$ cat config.mk
export PLATFORM = sky130hd
export DESIGN_NAME = utx_transmit
export DESIGN_NICKNAME = d
export VERILOG_FILES = /design/src/shared/utx_pkg.sv /design/src/logic/utx_fifo.sv /design/src/logic/utx_transmit.sv
export VERILOG_INCLUDE_DIRS = /design/src /design/src/shared
export SDC_FILE = /design/constraint.sdc
export NUM_CORES = 1
export LEC_CHECK = 0
export BUFFER_PORTS_ARGS = -buffer_cell sky130_fd_sc_hd__buf_4
export CAP_MARGIN = 15
export CORE_ASPECT_RATIO = 0.7
export CORE_UTILIZATION = 55
export DETAILED_ROUTE_END_ITERATION = 16
export GPL_ROUTABILITY_DRIVEN = 0
export PLACE_DENSITY = 0.73
export SKIP_CTS_REPAIR_TIMING = 1
export SYNTH_ARGS = -nofsm -noshare
export SYNTH_HDL_FRONTEND = slang
export SYNTH_SLANG_ARGS = --single-unit
$ cat constraint.sdc
create_clock -name CLK -period 4 [get_ports CLK]
set_input_delay 0 -clock CLK [delete_from_list [all_inputs] [get_ports CLK]]
set_output_delay 0 -clock CLK [all_outputs]
set_load 0.02 [all_outputs]
$ cat src/shared/utx_cfg.svh
`ifndef UTX_CFG_SVH
`define UTX_CFG_SVH
`define UTX_FIFO_DEPTH 16
`define UTX_FIFO_AW 4
`define UTX_DATA_W 8
`define UTX_DIV_W 16
`define UTX_OVS_LAST 4'hf
`define UTX_OVS_HALF 4'h7
`define UTX_LCR_WLS 1:0
`define UTX_LCR_STB 2
`define UTX_LCR_PEN 3
`define UTX_LCR_EPS 4
`define UTX_LCR_STICK 5
`define UTX_LCR_BRK 6
`define UTX_FCR_TRIG 7:6
`define UTX_DIV_ONE 16'h0001
`define UTX_WLS_BASE 3'h4
`define UTX_TRIG_0 5'h00
`define UTX_TRIG_1 5'h01
`define UTX_TRIG_2 5'h04
`define UTX_TRIG_3 5'h08
`endif

$ cat src/shared/utx_pkg.sv
package utx_pkg;
	typedef enum logic [2:0] {UTX_IDLE, UTX_START, UTX_DATA, UTX_PAR, UTX_STOP} utx_state_t;
	typedef logic [7:0] utx_byte_t;
endpackage

$ cat src/logic/utx_fifo.sv
`include "utx_cfg.svh"
module utx_fifo #(
	parameter int WIDTH = 8,
	parameter int DEPTH = 16,
	parameter int AW = 4
)(
	// Clock and reset
	input wire logic clk,
	input wire logic reset,
	input wire logic flush,
	// Fill side
	input wire logic in_valid,
	output logic in_ready,
	input wire logic [WIDTH-1:0] in_data,
	// Drain side
	output logic out_valid,
	input wire logic out_ready,
	output logic [WIDTH-1:0] out_data,
	output logic [AW:0] level
);
	logic [WIDTH-1:0] mem [DEPTH];
	logic [AW-1:0] rd, wr, next_rd, next_wr;
	logic [AW:0] cnt, next_cnt;
	logic push, pop;

	assign in_ready = (cnt != (AW+1)'(DEPTH));
	assign out_valid = (cnt != '0);
	assign out_data = mem[rd];
	assign level = cnt;
	assign push = in_valid && in_ready;
	assign pop = out_valid && out_ready;

	always_comb
	begin
		next_rd = rd;
		next_wr = wr;
		next_cnt = cnt;
		if (flush)
		begin
			next_rd = '0;
			next_wr = '0;
			next_cnt = '0;
		end
		else
		begin
			if (push)
				next_wr = wr + 1'b1;
			if (pop)
				next_rd = rd + 1'b1;
			next_cnt = cnt + (AW+1)'(push) - (AW+1)'(pop);
		end
	end

	always_ff @(posedge clk)
	begin
		if (reset)
		begin
			rd <= '0;
			wr <= '0;
			cnt <= '0;
		end
		else
		begin
			rd <= next_rd;
			wr <= next_wr;
			cnt <= next_cnt;
		end
		if (push)
			mem[wr] <= in_data;
	end
endmodule

$ cat src/logic/utx_transmit.sv
`include "utx_cfg.svh"
module utx_transmit
	import utx_pkg::*;
(
	// Clock and reset
	input wire logic CLK,
	input wire logic RESET,
	// Host character write
	input wire utx_pkg::utx_byte_t WR_DATA,
	input wire logic WR_VALID,
	output logic WR_READY,
	// Configuration
	input wire utx_pkg::utx_byte_t LINE_CTRL,
	input wire utx_pkg::utx_byte_t FIFO_CTRL,
	input wire logic [`UTX_DIV_W-1:0] DIVISOR,
	input wire logic HOLD_EMPTY_IE,
	// Serial side and status
	output logic BAUD_TICK_OUT,
	output logic SERIAL_LINE_OUT,
	output logic TX_HOLDING_EMPTY,
	output logic TX_EMPTY,
	output logic TX_IRQ
);
	// ****************************************
	// Baud generator
	// ****************************************
	logic [`UTX_DIV_W-1:0] baud_cnt, next_baud_cnt;
	logic tick, next_tick;
	logic [`UTX_DIV_W-1:0] div_safe;

	assign div_safe = (DIVISOR == '0) ? `UTX_DIV_ONE : DIVISOR;

	// One tick per divisor period, sixteen per bit
	always_comb
	begin
		next_tick = 1'b0;
		next_baud_cnt = baud_cnt + `UTX_DIV_ONE;
		if (baud_cnt >= div_safe - `UTX_DIV_ONE)
		begin
			next_baud_cnt = '0;
			next_tick = 1'b1;
		end
	end

	always_ff @(posedge CLK)
	begin
		if (RESET)
		begin
			baud_cnt <= '0;
			tick <= 1'b0;
		end
		else
		begin
			baud_cnt <= next_baud_cnt;
			tick <= next_tick;
		end
	end

	assign BAUD_TICK_OUT = tick;

	// ****************************************
	// Holding store
	// ****************************************
	logic fifo_mode;
	logic hs_valid, hs_pop;
	utx_byte_t hs_data;
	logic [`UTX_FIFO_AW:0] hs_level;

	// Character mode uses only one entry, like a single holding register
	assign fifo_mode = FIFO_CTRL[0];

	logic wr_ok;
	assign wr_ok = fifo_mode ? 1'b1 : (hs_level == '0);

	logic fifo_in_ready;
	assign WR_READY = fifo_in_ready && wr_ok;

	// Flush is a level; a character already in the shifter still goes out
	utx_fifo #(.WIDTH(`UTX_DATA_W), .DEPTH(`UTX_FIFO_DEPTH), .AW(`UTX_FIFO_AW)) u_store (
		.clk(CLK),
		.reset(RESET),
		.flush(FIFO_CTRL[2]),
		.in_valid(WR_VALID && wr_ok),
		.in_ready(fifo_in_ready),
		.in_data(WR_DATA),
		.out_valid(hs_valid),
		.out_ready(hs_pop),
		.out_data(hs_data),
		.level(hs_level)
	);

	// ****************************************
	// Shift register and framing
	// ****************************************
	utx_state_t state, next_state;
	utx_byte_t tx_shift_reg, next_shift;
	logic [3:0] ovs, next_ovs;
	logic [2:0] bit_idx, next_bit_idx;
	logic [1:0] stop_idx, next_stop_idx;
	logic par, next_par;
	logic serial_line_out, next_serial_line_out;
	logic [2:0] last_bit;
	logic [1:0] stop_last;
	logic half_stop;

	// Format from line control
	// Index of the last data bit: 4 for 5-bit words up to 7
	assign last_bit = `UTX_WLS_BASE + {1'b0, LINE_CTRL[`UTX_LCR_WLS]};
	assign half_stop = LINE_CTRL[`UTX_LCR_STB] && (LINE_CTRL[`UTX_LCR_WLS] == 2'b00);
	assign stop_last = LINE_CTRL[`UTX_LCR_STB] ? 2'b01 : 2'b00;

	// Pop only when shifter idle
	assign hs_pop = (state == UTX_IDLE) && tick;

	always_comb
	begin
		next_state = state;
		next_shift = tx_shift_reg;
		next_ovs = ovs;
		next_bit_idx = bit_idx;
		next_stop_idx = stop_idx;
		next_par = par;
		next_serial_line_out = serial_line_out;
		// All bit timing advances only on the baud tick
		if (tick)
		begin
			unique case (state)
				UTX_IDLE:
				begin
					next_serial_line_out = 1'b1;
					if (hs_valid)
					begin
						next_shift = hs_data;
						next_par = ~LINE_CTRL[`UTX_LCR_EPS];
						next_state = UTX_START;
						next_ovs = '0;
						next_serial_line_out = 1'b0;
					end
				end
				UTX_START:
				begin
					next_ovs = ovs + 4'h1;
					if (ovs == `UTX_OVS_LAST)
					begin
						next_state = UTX_DATA;
						next_bit_idx = '0;
						next_serial_line_out = tx_shift_reg[0];
					end
				end
				UTX_DATA:
				begin
					next_ovs = ovs + 4'h1;
					if (ovs == `UTX_OVS_LAST)
					begin
						// LSB first; parity folded as bits leave
						next_par = par ^ tx_shift_reg[0];
						next_shift = {1'b0, tx_shift_reg[7:1]};
						next_bit_idx = bit_idx + 3'h1;
						next_serial_line_out = tx_shift_reg[1];
						if (bit_idx == last_bit)
						begin
							next_stop_idx = '0;
							if (LINE_CTRL[`UTX_LCR_PEN])
							begin
								next_state = UTX_PAR;
								next_serial_line_out = LINE_CTRL[`UTX_LCR_STICK] ? ~LINE_CTRL[`UTX_LCR_EPS]
									: par ^ tx_shift_reg[0];
							end
							else
							begin
								next_state = UTX_STOP;
								next_serial_line_out = 1'b1;
							end
						end
					end
				end
				UTX_PAR:
				begin
					next_ovs = ovs + 4'h1;
					if (ovs == `UTX_OVS_LAST)
					begin
						next_state = UTX_STOP;
						next_stop_idx = '0;
						next_serial_line_out = 1'b1;
					end
				end
				UTX_STOP:
				begin
					next_ovs = ovs + 4'h1;
					next_serial_line_out = 1'b1;
					// Half stop bit ends at mid count for 5-bit words
					if ((half_stop && stop_idx == 2'b01 && ovs == `UTX_OVS_HALF) || ovs == `UTX_OVS_LAST)
					begin
						next_ovs = '0;
						next_stop_idx = stop_idx + 2'b01;
						if (stop_idx == stop_last)
							next_state = UTX_IDLE;
					end
				end
			endcase
		end
	end

	always_ff @(posedge CLK)
	begin
		if (RESET)
		begin
			state <= UTX_IDLE;
			tx_shift_reg <= '0;
			ovs <= '0;
			bit_idx <= '0;
			stop_idx <= '0;
			par <= 1'b0;
			serial_line_out <= 1'b1;
		end
		else
		begin
			state <= next_state;
			tx_shift_reg <= next_shift;
			ovs <= next_ovs;
			bit_idx <= next_bit_idx;
			stop_idx <= next_stop_idx;
			par <= next_par;
			serial_line_out <= next_serial_line_out;
		end
	end

	// Break forces space without disturbing the shifter
	assign SERIAL_LINE_OUT = serial_line_out & ~LINE_CTRL[`UTX_LCR_BRK];

	// ****************************************
	// Holding-empty interrupt
	// ****************************************
	logic irq, next_irq;
	logic [`UTX_FIFO_AW:0] trig;

	// Low-water mark from FIFO control bits 7:6: 0, 1, 4, 8 left
	always_comb
	begin
		unique case (FIFO_CTRL[`UTX_FCR_TRIG])
			2'b00: trig = `UTX_TRIG_0;
			2'b01: trig = `UTX_TRIG_1;
			2'b10: trig = `UTX_TRIG_2;
			2'b11: trig = `UTX_TRIG_3;
		endcase
	end

	always_comb
	begin
		if (fifo_mode)
			next_irq = HOLD_EMPTY_IE && (hs_level <= trig);
		else
			next_irq = HOLD_EMPTY_IE && (hs_level == '0) && !(WR_VALID && WR_READY);
	end

	always_ff @(posedge CLK)
	begin
		if (RESET)
			irq <= 1'b0;
		else
			irq <= next_irq;
	end

	assign TX_IRQ = irq;
	assign TX_HOLDING_EMPTY = (hs_level == '0);
	assign TX_EMPTY = (hs_level == '0) && (state == UTX_IDLE);

	// ****************************************
	// Checks
	// ****************************************
	a_idle_mark: assert property (@(posedge CLK) disable iff (RESET)
		(state == UTX_IDLE && $past(state) == UTX_IDLE && !LINE_CTRL[`UTX_LCR_BRK]) |-> SERIAL_LINE_OUT)
		else $error("line not at mark while idle");
	a_load_idle: assert property (@(posedge CLK) disable iff (RESET)
		(state != UTX_IDLE && !FIFO_CTRL[2]) |=> hs_level >= $past(hs_level))
		else $error("shifter loaded while busy");
	a_start_low: assert property (@(posedge CLK) disable iff (RESET)
		(state == UTX_IDLE && tick && hs_valid) |=> (state == UTX_START && serial_line_out == 1'b0))
		else $error("start bit missing");
	a_tick_only: assert property (@(posedge CLK) disable iff (RESET)
		!tick |=> $stable(state))
		else $error("state moved without tick");
	a_irq_clear: assert property (@(posedge CLK) disable iff (RESET)
		(!fifo_mode && WR_VALID && WR_READY) |=> !TX_IRQ)
		else $error("interrupt not cleared by write");
	a_irq_set: assert property (@(posedge CLK) disable iff (RESET)
		(!fifo_mode && $stable(FIFO_CTRL) && HOLD_EMPTY_IE && hs_level == '0 && !WR_VALID) |=> TX_IRQ)
		else $error("holding-empty interrupt missing");
	a_fifo_irq: assert property (@(posedge CLK) disable iff (RESET)
		(fifo_mode && HOLD_EMPTY_IE && hs_level > trig) |=> !TX_IRQ)
		else $error("fifo interrupt above trigger");
	a_fifo_cap: assert property (@(posedge CLK) disable iff (RESET)
		hs_level == 5'h10 |-> !WR_READY)
		else $error("write accepted when full");
	a_tick_rate: assert property (@(posedge CLK) disable iff (RESET)
		(tick && DIVISOR == 16'h0002 && $stable(DIVISOR)) |=> !tick ##1 tick)
		else $error("baud tick spacing wrong");
	a_stop_mark: assert property (@(posedge CLK) disable iff (RESET)
		(state == UTX_STOP && !LINE_CTRL[`UTX_LCR_BRK]) |-> SERIAL_LINE_OUT)
		else $error("stop bit not mark");
endmodule

==> key figures, run 1 <==
Global routing
  – Grt total ovfl: 0
  – Vias in the first global route: 5,335
  – Largest net degree at the start of global routing: 32
  – First-pass GRT wire length: 28,200 µm
  – Initial antenna violation count: 1
  – Tot GR Track Use: 23.8%

Pwr
  – Leak pwr: around 0.0033 µW
  – PwrDens: 405 mW/mm²
  – Maximum VDD drop: 0.268 mV

Place
  – Placed cells: 880
  – # port buffers: 44
  – Post-DP HPWL: 12,300 µm
  – Setup WS pre-CTS: 0.391 ns

Setup path
  – Critical Path Sink Type: flop
  – Worst path required time: around 4.3 ns
  – R2R cell count: 14
  – Worst endpoint data arrival time: between 3 and 4 ns
  – CP Class: flop to flop
  – Internal reg-to-reg setup slack: 0.96 ns
  – Crit start category: flop
  – CP max FO: 6
  – Reg-to-reg startpoint: u_store.level[2]
  – FF-to-FF End: u_store.level[4]

Floorplan
  – Total core area: 0.0149 mm²
  – Row Count: 37
  – Die area: 0.0160 mm²
  – Initial core utilization: 57.0%
  – # IOs: 50
  – Die Span Y: 106 µm
  – Die Width: between 150 and 200 µm

STA
  – Tmin final: 3.04 ns
  – Setup TNS: 0 ns
  – Worst-Margin Slew: roughly 0.85 ns
  – RSZ-0062 raised after global routing: no
  – Final worst slack: roughly 0.96 ns
  – Final Skew: just under 0.008 ns
  – Min Hold Slack: 0.0242 ns
  – Tcrit/Tclk final: 76.1%
  – Fmax: between 300 and 400 MHz
  – Final hold viol count: 0
  – Final max-slew violation count: 0
  – Rel. slew slack: between 40% and 50%
  – Final Setup Violations: 0

Routing
  – WL met1: 8200 µm
  – Met2 wire length: 8250 µm
  – WL/cell: about 19 µm
  – DRT iter0 DRCs: approximately 330
  – DRT Pass-1 Iters: 5
  – Highest Signal Layer: met4
  – Met3 wire length: 1180 µm
  – Via count: 5,614
  – Post-route antenna net violation count: 0
  – Drt drc: 0
  – Detailed-route vias per instance: 6.05
  – Final WL: 17,800 µm

Synth
  – Share of the synthesized area in the top cell type: roughly 45%
  – Syn nets: 738
  – Post-synth ARST share: 0%
  – Synth warn: 0
  – Synth Instances: 658
  – Distinct cells, synth: 64
  – Synth area leaders: edfxtp_1, dfxtp_1, mux4_2
  – Area fraction in compound gates after synthesis: 8.37%
  – Synth Area in XOR/XNOR: 4.02%
  – Mapped cell area: 0.00850 mm²
  – Simple-gate area share of the yosys netlist: 11.9%
  – Synth Area in Adders: around 5.4%
  – Synthesis-stage register bit count: 185
  – Ys flop type: edfxtp_1
  – Post-synth top area cell: edfxtp_1
  – Post-synth EDFFs: 128
  – Mux contribution to synthesized area: 9.24%
  – Synth Area per Inst: 12.9 µm²
  – Register area share after synthesis: 58.6%
  – Largest family of logic cells by synthesized area: simple AND/OR/NAND/NOR gates

Clock network
  – Root buf cell: clkbuf_16
  – Total CTS buffers: 17
  – Clk_lat worst skew: 0.42 ns
  – CTS tree: yes
  – Clock transition at path regs: 0.06 ns
  – CTS max path bufs: 2
  – H-tree lvl count: 4
  – TritonCTS Sinks: 185

Worst hold path
  – Endpoint, Worst Hold: u_store.level[1]
  – Worst Hold Depth: 3
  – Hold path start: FIFO_CTRL[2]
  – Worst Hold Class: input port to flop

Final layout
  – Layout Cells excl Fill: 928
  – Ant diodes: 0
  – Layout area overhead: 14.7%
  – Fraction of layout cells with a size suffix above 1: about 19%
  – Largest register FFs: 128
  – NumNets Final: 800
  – Most common cell after layout, fill and taps aside: edfxtp_1
  – Commonest cells after routing, fill and taps aside: edfxtp_1, dfxtp_1, buf_4

Run status
  – Status: finished clean

Flow run
  – Max-Cap Viols: 0
logic make-up after synthesis:
kind of cell,Yosys count
XOR/XNOR,39
adder cells (fa/ha/maj),36
AND/OR/NAND/NOR,195
multiplexers,45
buffers and inverters,48
AO/OA/AOI/OAI,110
flip-flops,185
per-stage QoR:
stage                     util [%]  area (µm²)  total power (µW)
final                         65.4        9750              3940
after global routing          65.4        9750              4070
after CTS                     64.4        9590              3950
after detailed placement      60.5        9020              2350
after global placement        60.5        9020              2330
after floorplan                  -        8500              2240
worst max-delay path by stage:
stage / startpoint / end / slack (ns) / cells after the start
after detailed placement: DIVISOR[4] / baud_cnt[7] / 0.39 / 15
after floorplan: DIVISOR[4] / baud_cnt[10] / 1.03 / 15
final: u_store.level[2] / u_store.level[4] / 0.96 / 14
after global routing: DIVISOR[4] / baud_cnt[6] / 0.75 / 16
after global placement: DIVISOR[4] / BAUD_TICK_OUT / 0.58 / 15
after CTS: DIVISOR[4] / baud_cnt[7] / 0.83 / 15
synthesized netlist by cell type, types with 7 or more instances:
library cell,instances
a21oi_1,23
a221oi_1,7
buf_2,10
clkbuf_1,11
dfxtp_1,57
edfxtp_1,128
ha_1,35
inv_1,21
mux2_2,18
mux4_2,25
nand2_1,41
nand2b_1,8
nand3_1,16
nand4_1,7
nor2_1,49
nor2b_1,9
nor3_1,28
o211ai_1,10
o21ai_0,28
o22ai_1,9
xnor2_1,19
xor2_1,20
where the power goes:
part / leakage (µW) / total, µW / switching (µW) / internal (µW)
Clock: 0.000281 / 1630 / 719 / 908
Combinational: 0.00142 / 242 / 134 / 108
Sequential: 0.00162 / 2080 / 13.0 / 2060
Total: 0.00331 / 3940 / 865 / 3080
metal layers:
layer	track usage (%)	vias to the layer above
met5	0	-
met3	4.89	12
li1	-	2624
met2	35.8	155
met1	34.9	2823
met4	7.36	0
critical path: stages (launching register included):
cell,delay [ns]
dfxtp_1,0.38
inv_1,0.09
ha_1,0.23
nor4b_4,0.14
nor4b_2,0.60
ha_1,0.37
inv_1,0.06
ha_1,0.15
inv_1,0.05
fa_1,0.41
inv_1,0.07
a21oi_1,0.06
nor2_1,0.12
or3_1,0.13
a21oi_1,0.06
final cells by class:
cell class	instances	area (µm²)
Fill cell	1086	5160
Sequential cell	185	4990
Multi-Input combinational cell	425	3310
Timing Repair Buffer	70	563
Clock buffer	21	462
Tap cell	195	244
Clock inverter	11	108
Inverter	21	78.8
No activity file was read; power rests on OpenSTA's default activity.
==> run 2: changes to the inputs <==
==> constraint.sdc (replaced) <==
create_clock -name CLK -period 2.9 [get_ports CLK]
set_input_delay 0 -clock CLK [delete_from_list [all_inputs] [get_ports CLK]]
set_output_delay 0 -clock CLK [all_outputs]
set_load 0.02 [all_outputs]
==> run 2 against run 1 <==
  * The flow now finishes with violations (hold timing)
  * Critical path depth fell by 1
  * Critical endpoint unchanged
  * Design area grew 2.9%
  * Via count rose by 3.0%
  * Total power increased by 41%
  * Critical path type unchanged
  * Sequential power grew 38%
  * Clock power up 44%
  * Clock skew is 0.0014 ns higher
  * Sequential share of layout area fell by 1.4 points
  * Core utilization is 1.9 points higher
  * Routed wire length increased by 8.5%
  * Maximum frequency rose by 11%
==> key figures, run 2 (same netlist as run 1, synthesis figures left out) <==
Run status
  – Status: finished with violations (was finished clean)
  – Violated checks: hold timing

Pwr
  – Maximum VDD drop: 0.468 mV (was 0.268 mV)
  – Sw Pwr: 1250 µW (was 865 µW)
  – Clock network power share: 42.1% (was 41.2%)
  – Flop pwr share: 51.5% (was 52.6%)
  – Pint: 4310 µW (was 3080 µW)
  – PwrDens: 554 mW/mm² (was 405 mW/mm²)
  – Logic gate share of total power: 6.4% (was 6.1%)
  – Leak pwr: 0.00348 µW (was 0.00331 µW)
  – Sw Ratio: 22.5% (was 21.9%)

Global routing
  – M2 GR Usage: 40.1% (was 35.8%)
  – Vias in the first global route: 5,728 (was 5,335)
  – M3 GR Usage: 6.57% (was 4.89%)
  – Grt total ovfl: 0 (unchanged)
  – Largest net degree at the start of global routing: 32 (unchanged)
  – M1 GR Usage: 34.1% (was 34.9%)
  – Initial antenna violation count: 0 (was 1)
  – First-pass GRT wire length: 29,600 µm (was 28,200 µm)
  – Most Crowded Layer GR: met2 (unchanged)
  – Tot GR Track Use: 25.1% (was 23.8%)

Flow run
  – Max-Cap Viols: 0 (unchanged)

STA
  – Min Hold Slack: -0.0411 ns (was 0.0242 ns)
  – Tcrit/Tclk final: 94.2% (was 76.1%)
  – Final Setup Violations: 0 (unchanged)
  – Final Skew: 0.00923 ns (was 0.00781 ns)
  – RSZ-0062 raised after global routing: yes (was no)
  – Setup TNS: 0 ns (unchanged)
  – Rel. slew slack: 68.1% (was 43.0%)
  – Final hold viol count: 1 (was 0)
  – Final max-slew violation count: 0 (unchanged)
  – Tmin final: 2.73 ns (was 3.04 ns)
  – Fmax: 366 MHz (was 329 MHz)
  – Worst-Margin Slew: 0.478 ns (was 0.852 ns)

Routing
  – Final WL: 19,300 µm (was 17,800 µm)
  – DRT iter0 DRCs: 608 (was 325)
  – Drt drc: 0 (unchanged)
  – Post-route antenna net violation count: 0 (unchanged)
  – Via count: 5,784 (was 5,614)
  – Detailed-route vias per instance: 6.04 (was 6.05)
  – WL/cell: 20.1 µm (was 19.1 µm)
  – DRT Pass-1 Iters: 5 (unchanged)

Setup path
  – Crit start category: flop (unchanged)
  – Internal reg-to-reg setup slack: 0.17 ns (was 0.96 ns)
  – Reg-to-reg startpoint: u_store.level[3] (was u_store.level[2])
  – CP Class: flop to flop (unchanged)
  – FF-to-FF End: u_store.level[4] (unchanged)
  – Critical Path Sink Type: flop (unchanged)
  – CP max FO: 6 (unchanged)
  – R2R cell count: 13 (was 14)
  – Worst endpoint data arrival time: 3.10 ns (was 3.34 ns)
  – Worst path required time: 3.26 ns (was 4.30 ns)

Worst hold path
  – Worst Hold Depth: 4 (was 3)
  – Hold path start: LINE_CTRL[4] (was FIFO_CTRL[2])
  – Worst Hold Class: input port to flop (unchanged)
  – Endpoint, Worst Hold: par (was u_store.level[1])

Place
  – # port buffers: 44 (unchanged)
  – Post-DP HPWL: 13,200 µm (was 12,300 µm)

Final layout
  – Multi-input logic area: 0.00333 mm² (was 0.00331 mm²)
  – Largest register FFs: 128 (unchanged)
  – NumNets Final: 830 (was 800)
  – Commonest cells after routing, fill and taps aside: edfxtp_1, buf_4, dfxtp_1 (was edfxtp_1, dfxtp_1, buf_4)
  – Fraction of layout cells with a size suffix above 1: 24.0% (was 19.2%)
  – Layout area overhead: 18.0% (was 14.7%)
  – Most common cell after layout, fill and taps aside: edfxtp_1 (unchanged)
  – Ant diodes: 0 (unchanged)
  – FF/Latch Area: 0.00499 mm² (about the same)
  – Final Util: 67.3% (was 65.4%)
  – Layout fillers: 1,027 (was 1,086)

Floorplan
  – Die Span Y: 106 µm (unchanged)
  – Total core area: 0.0149 mm² (unchanged)
  – Initial core utilization: 57.0% (unchanged)
  – Die Width: 151 µm (unchanged)
  – # IOs: 50 (unchanged)
  – Die area: 0.0160 mm² (unchanged)
  – Row Count: 37 (unchanged)

Clock network
  – CTS max path bufs: 2 (unchanged)
  – Root buf cell: clkbuf_16 (unchanged)
  – Total CTS buffers: 17 (unchanged)
  – CTS tree: yes (unchanged)
  – TritonCTS Sinks: 185 (unchanged)
  – Clock transition at path regs: 0.07 ns (was 0.06 ns)
  – H-tree lvl count: 4 (unchanged)
  – Clk_lat worst skew: 0.43 ns (was 0.42 ns)
run 2: metrics by stage:
step	hold WS, ns	worst slack, ns	std cells	area, µm²	total power [µW]
after floorplan	0.0781	0.0325	658	8510	3080
after global placement	0.249	0.0291	909	9270	3240
after detailed placement	0.248	-0.208	909	9270	3260
after CTS	-0.138	0.0424	941	9860	5550
after global routing	0.0235	-0.0372	958	10000	5720
final	-0.0411	0.167	958	10000	5570
run 2: power groups by stage:
stage	Sequential, µW	Clock [µW]	Combinational, µW
after global placement	2920	0	315
final	2860	2340	357
after CTS	2860	2350	335
after global routing	2870	2470	388
after detailed placement	2920	0	333
after floorplan	2920	0	164
run 2: final cells by class:
class	instances	share of cell area [%]
repair buffers	100	8.03
flip-flops and latches	185	49.7
well taps	195	2.43
clock inverters	13	1.61
clock buffers	19	4.31
inverters	21	0.785
multi-input cells	425	33.1
run 2: how the worst max path moves through the flow:
stage | startpoint | end | slack, ns | depth (start not counted)
6_report | u_store.level[3] | u_store.level[4] | 0.17 | 13
5_1_grt | u_store.level[3] | u_store.level[4] | -0.04 | 16
4_1_cts | u_store.level[2] | u_store.level[4] | 0.04 | 13
3_5_place_dp | DIVISOR[0] | baud_cnt[15] | -0.21 | 16
3_3_place_gp | DIVISOR[0] | baud_cnt[15] | 0.03 | 16
2_1_floorplan | DIVISOR[4] | baud_cnt[10] | 0.03 | 15
run 2: layer usage:
layer  vias up  share of wire (%)
met5         -                  0
met4         0                1.1
met3        24                7.4
met2       234                 48
met1      2855                 43
li1       2671                  -
run 2: critical path, stage by stage (launching register included):
cell	delay, ns
dfxtp_2	0.34
inv_1	0.08
ha_2	0.18
or3b_2	0.46
a21o_1	0.21
and2_4	0.19
ha_1	0.22
inv_2	0.07
fa_2	0.20
inv_1	0.04
a21oi_1	0.13
nor2_1	0.06
or3_1	0.35
a21oi_1	0.15
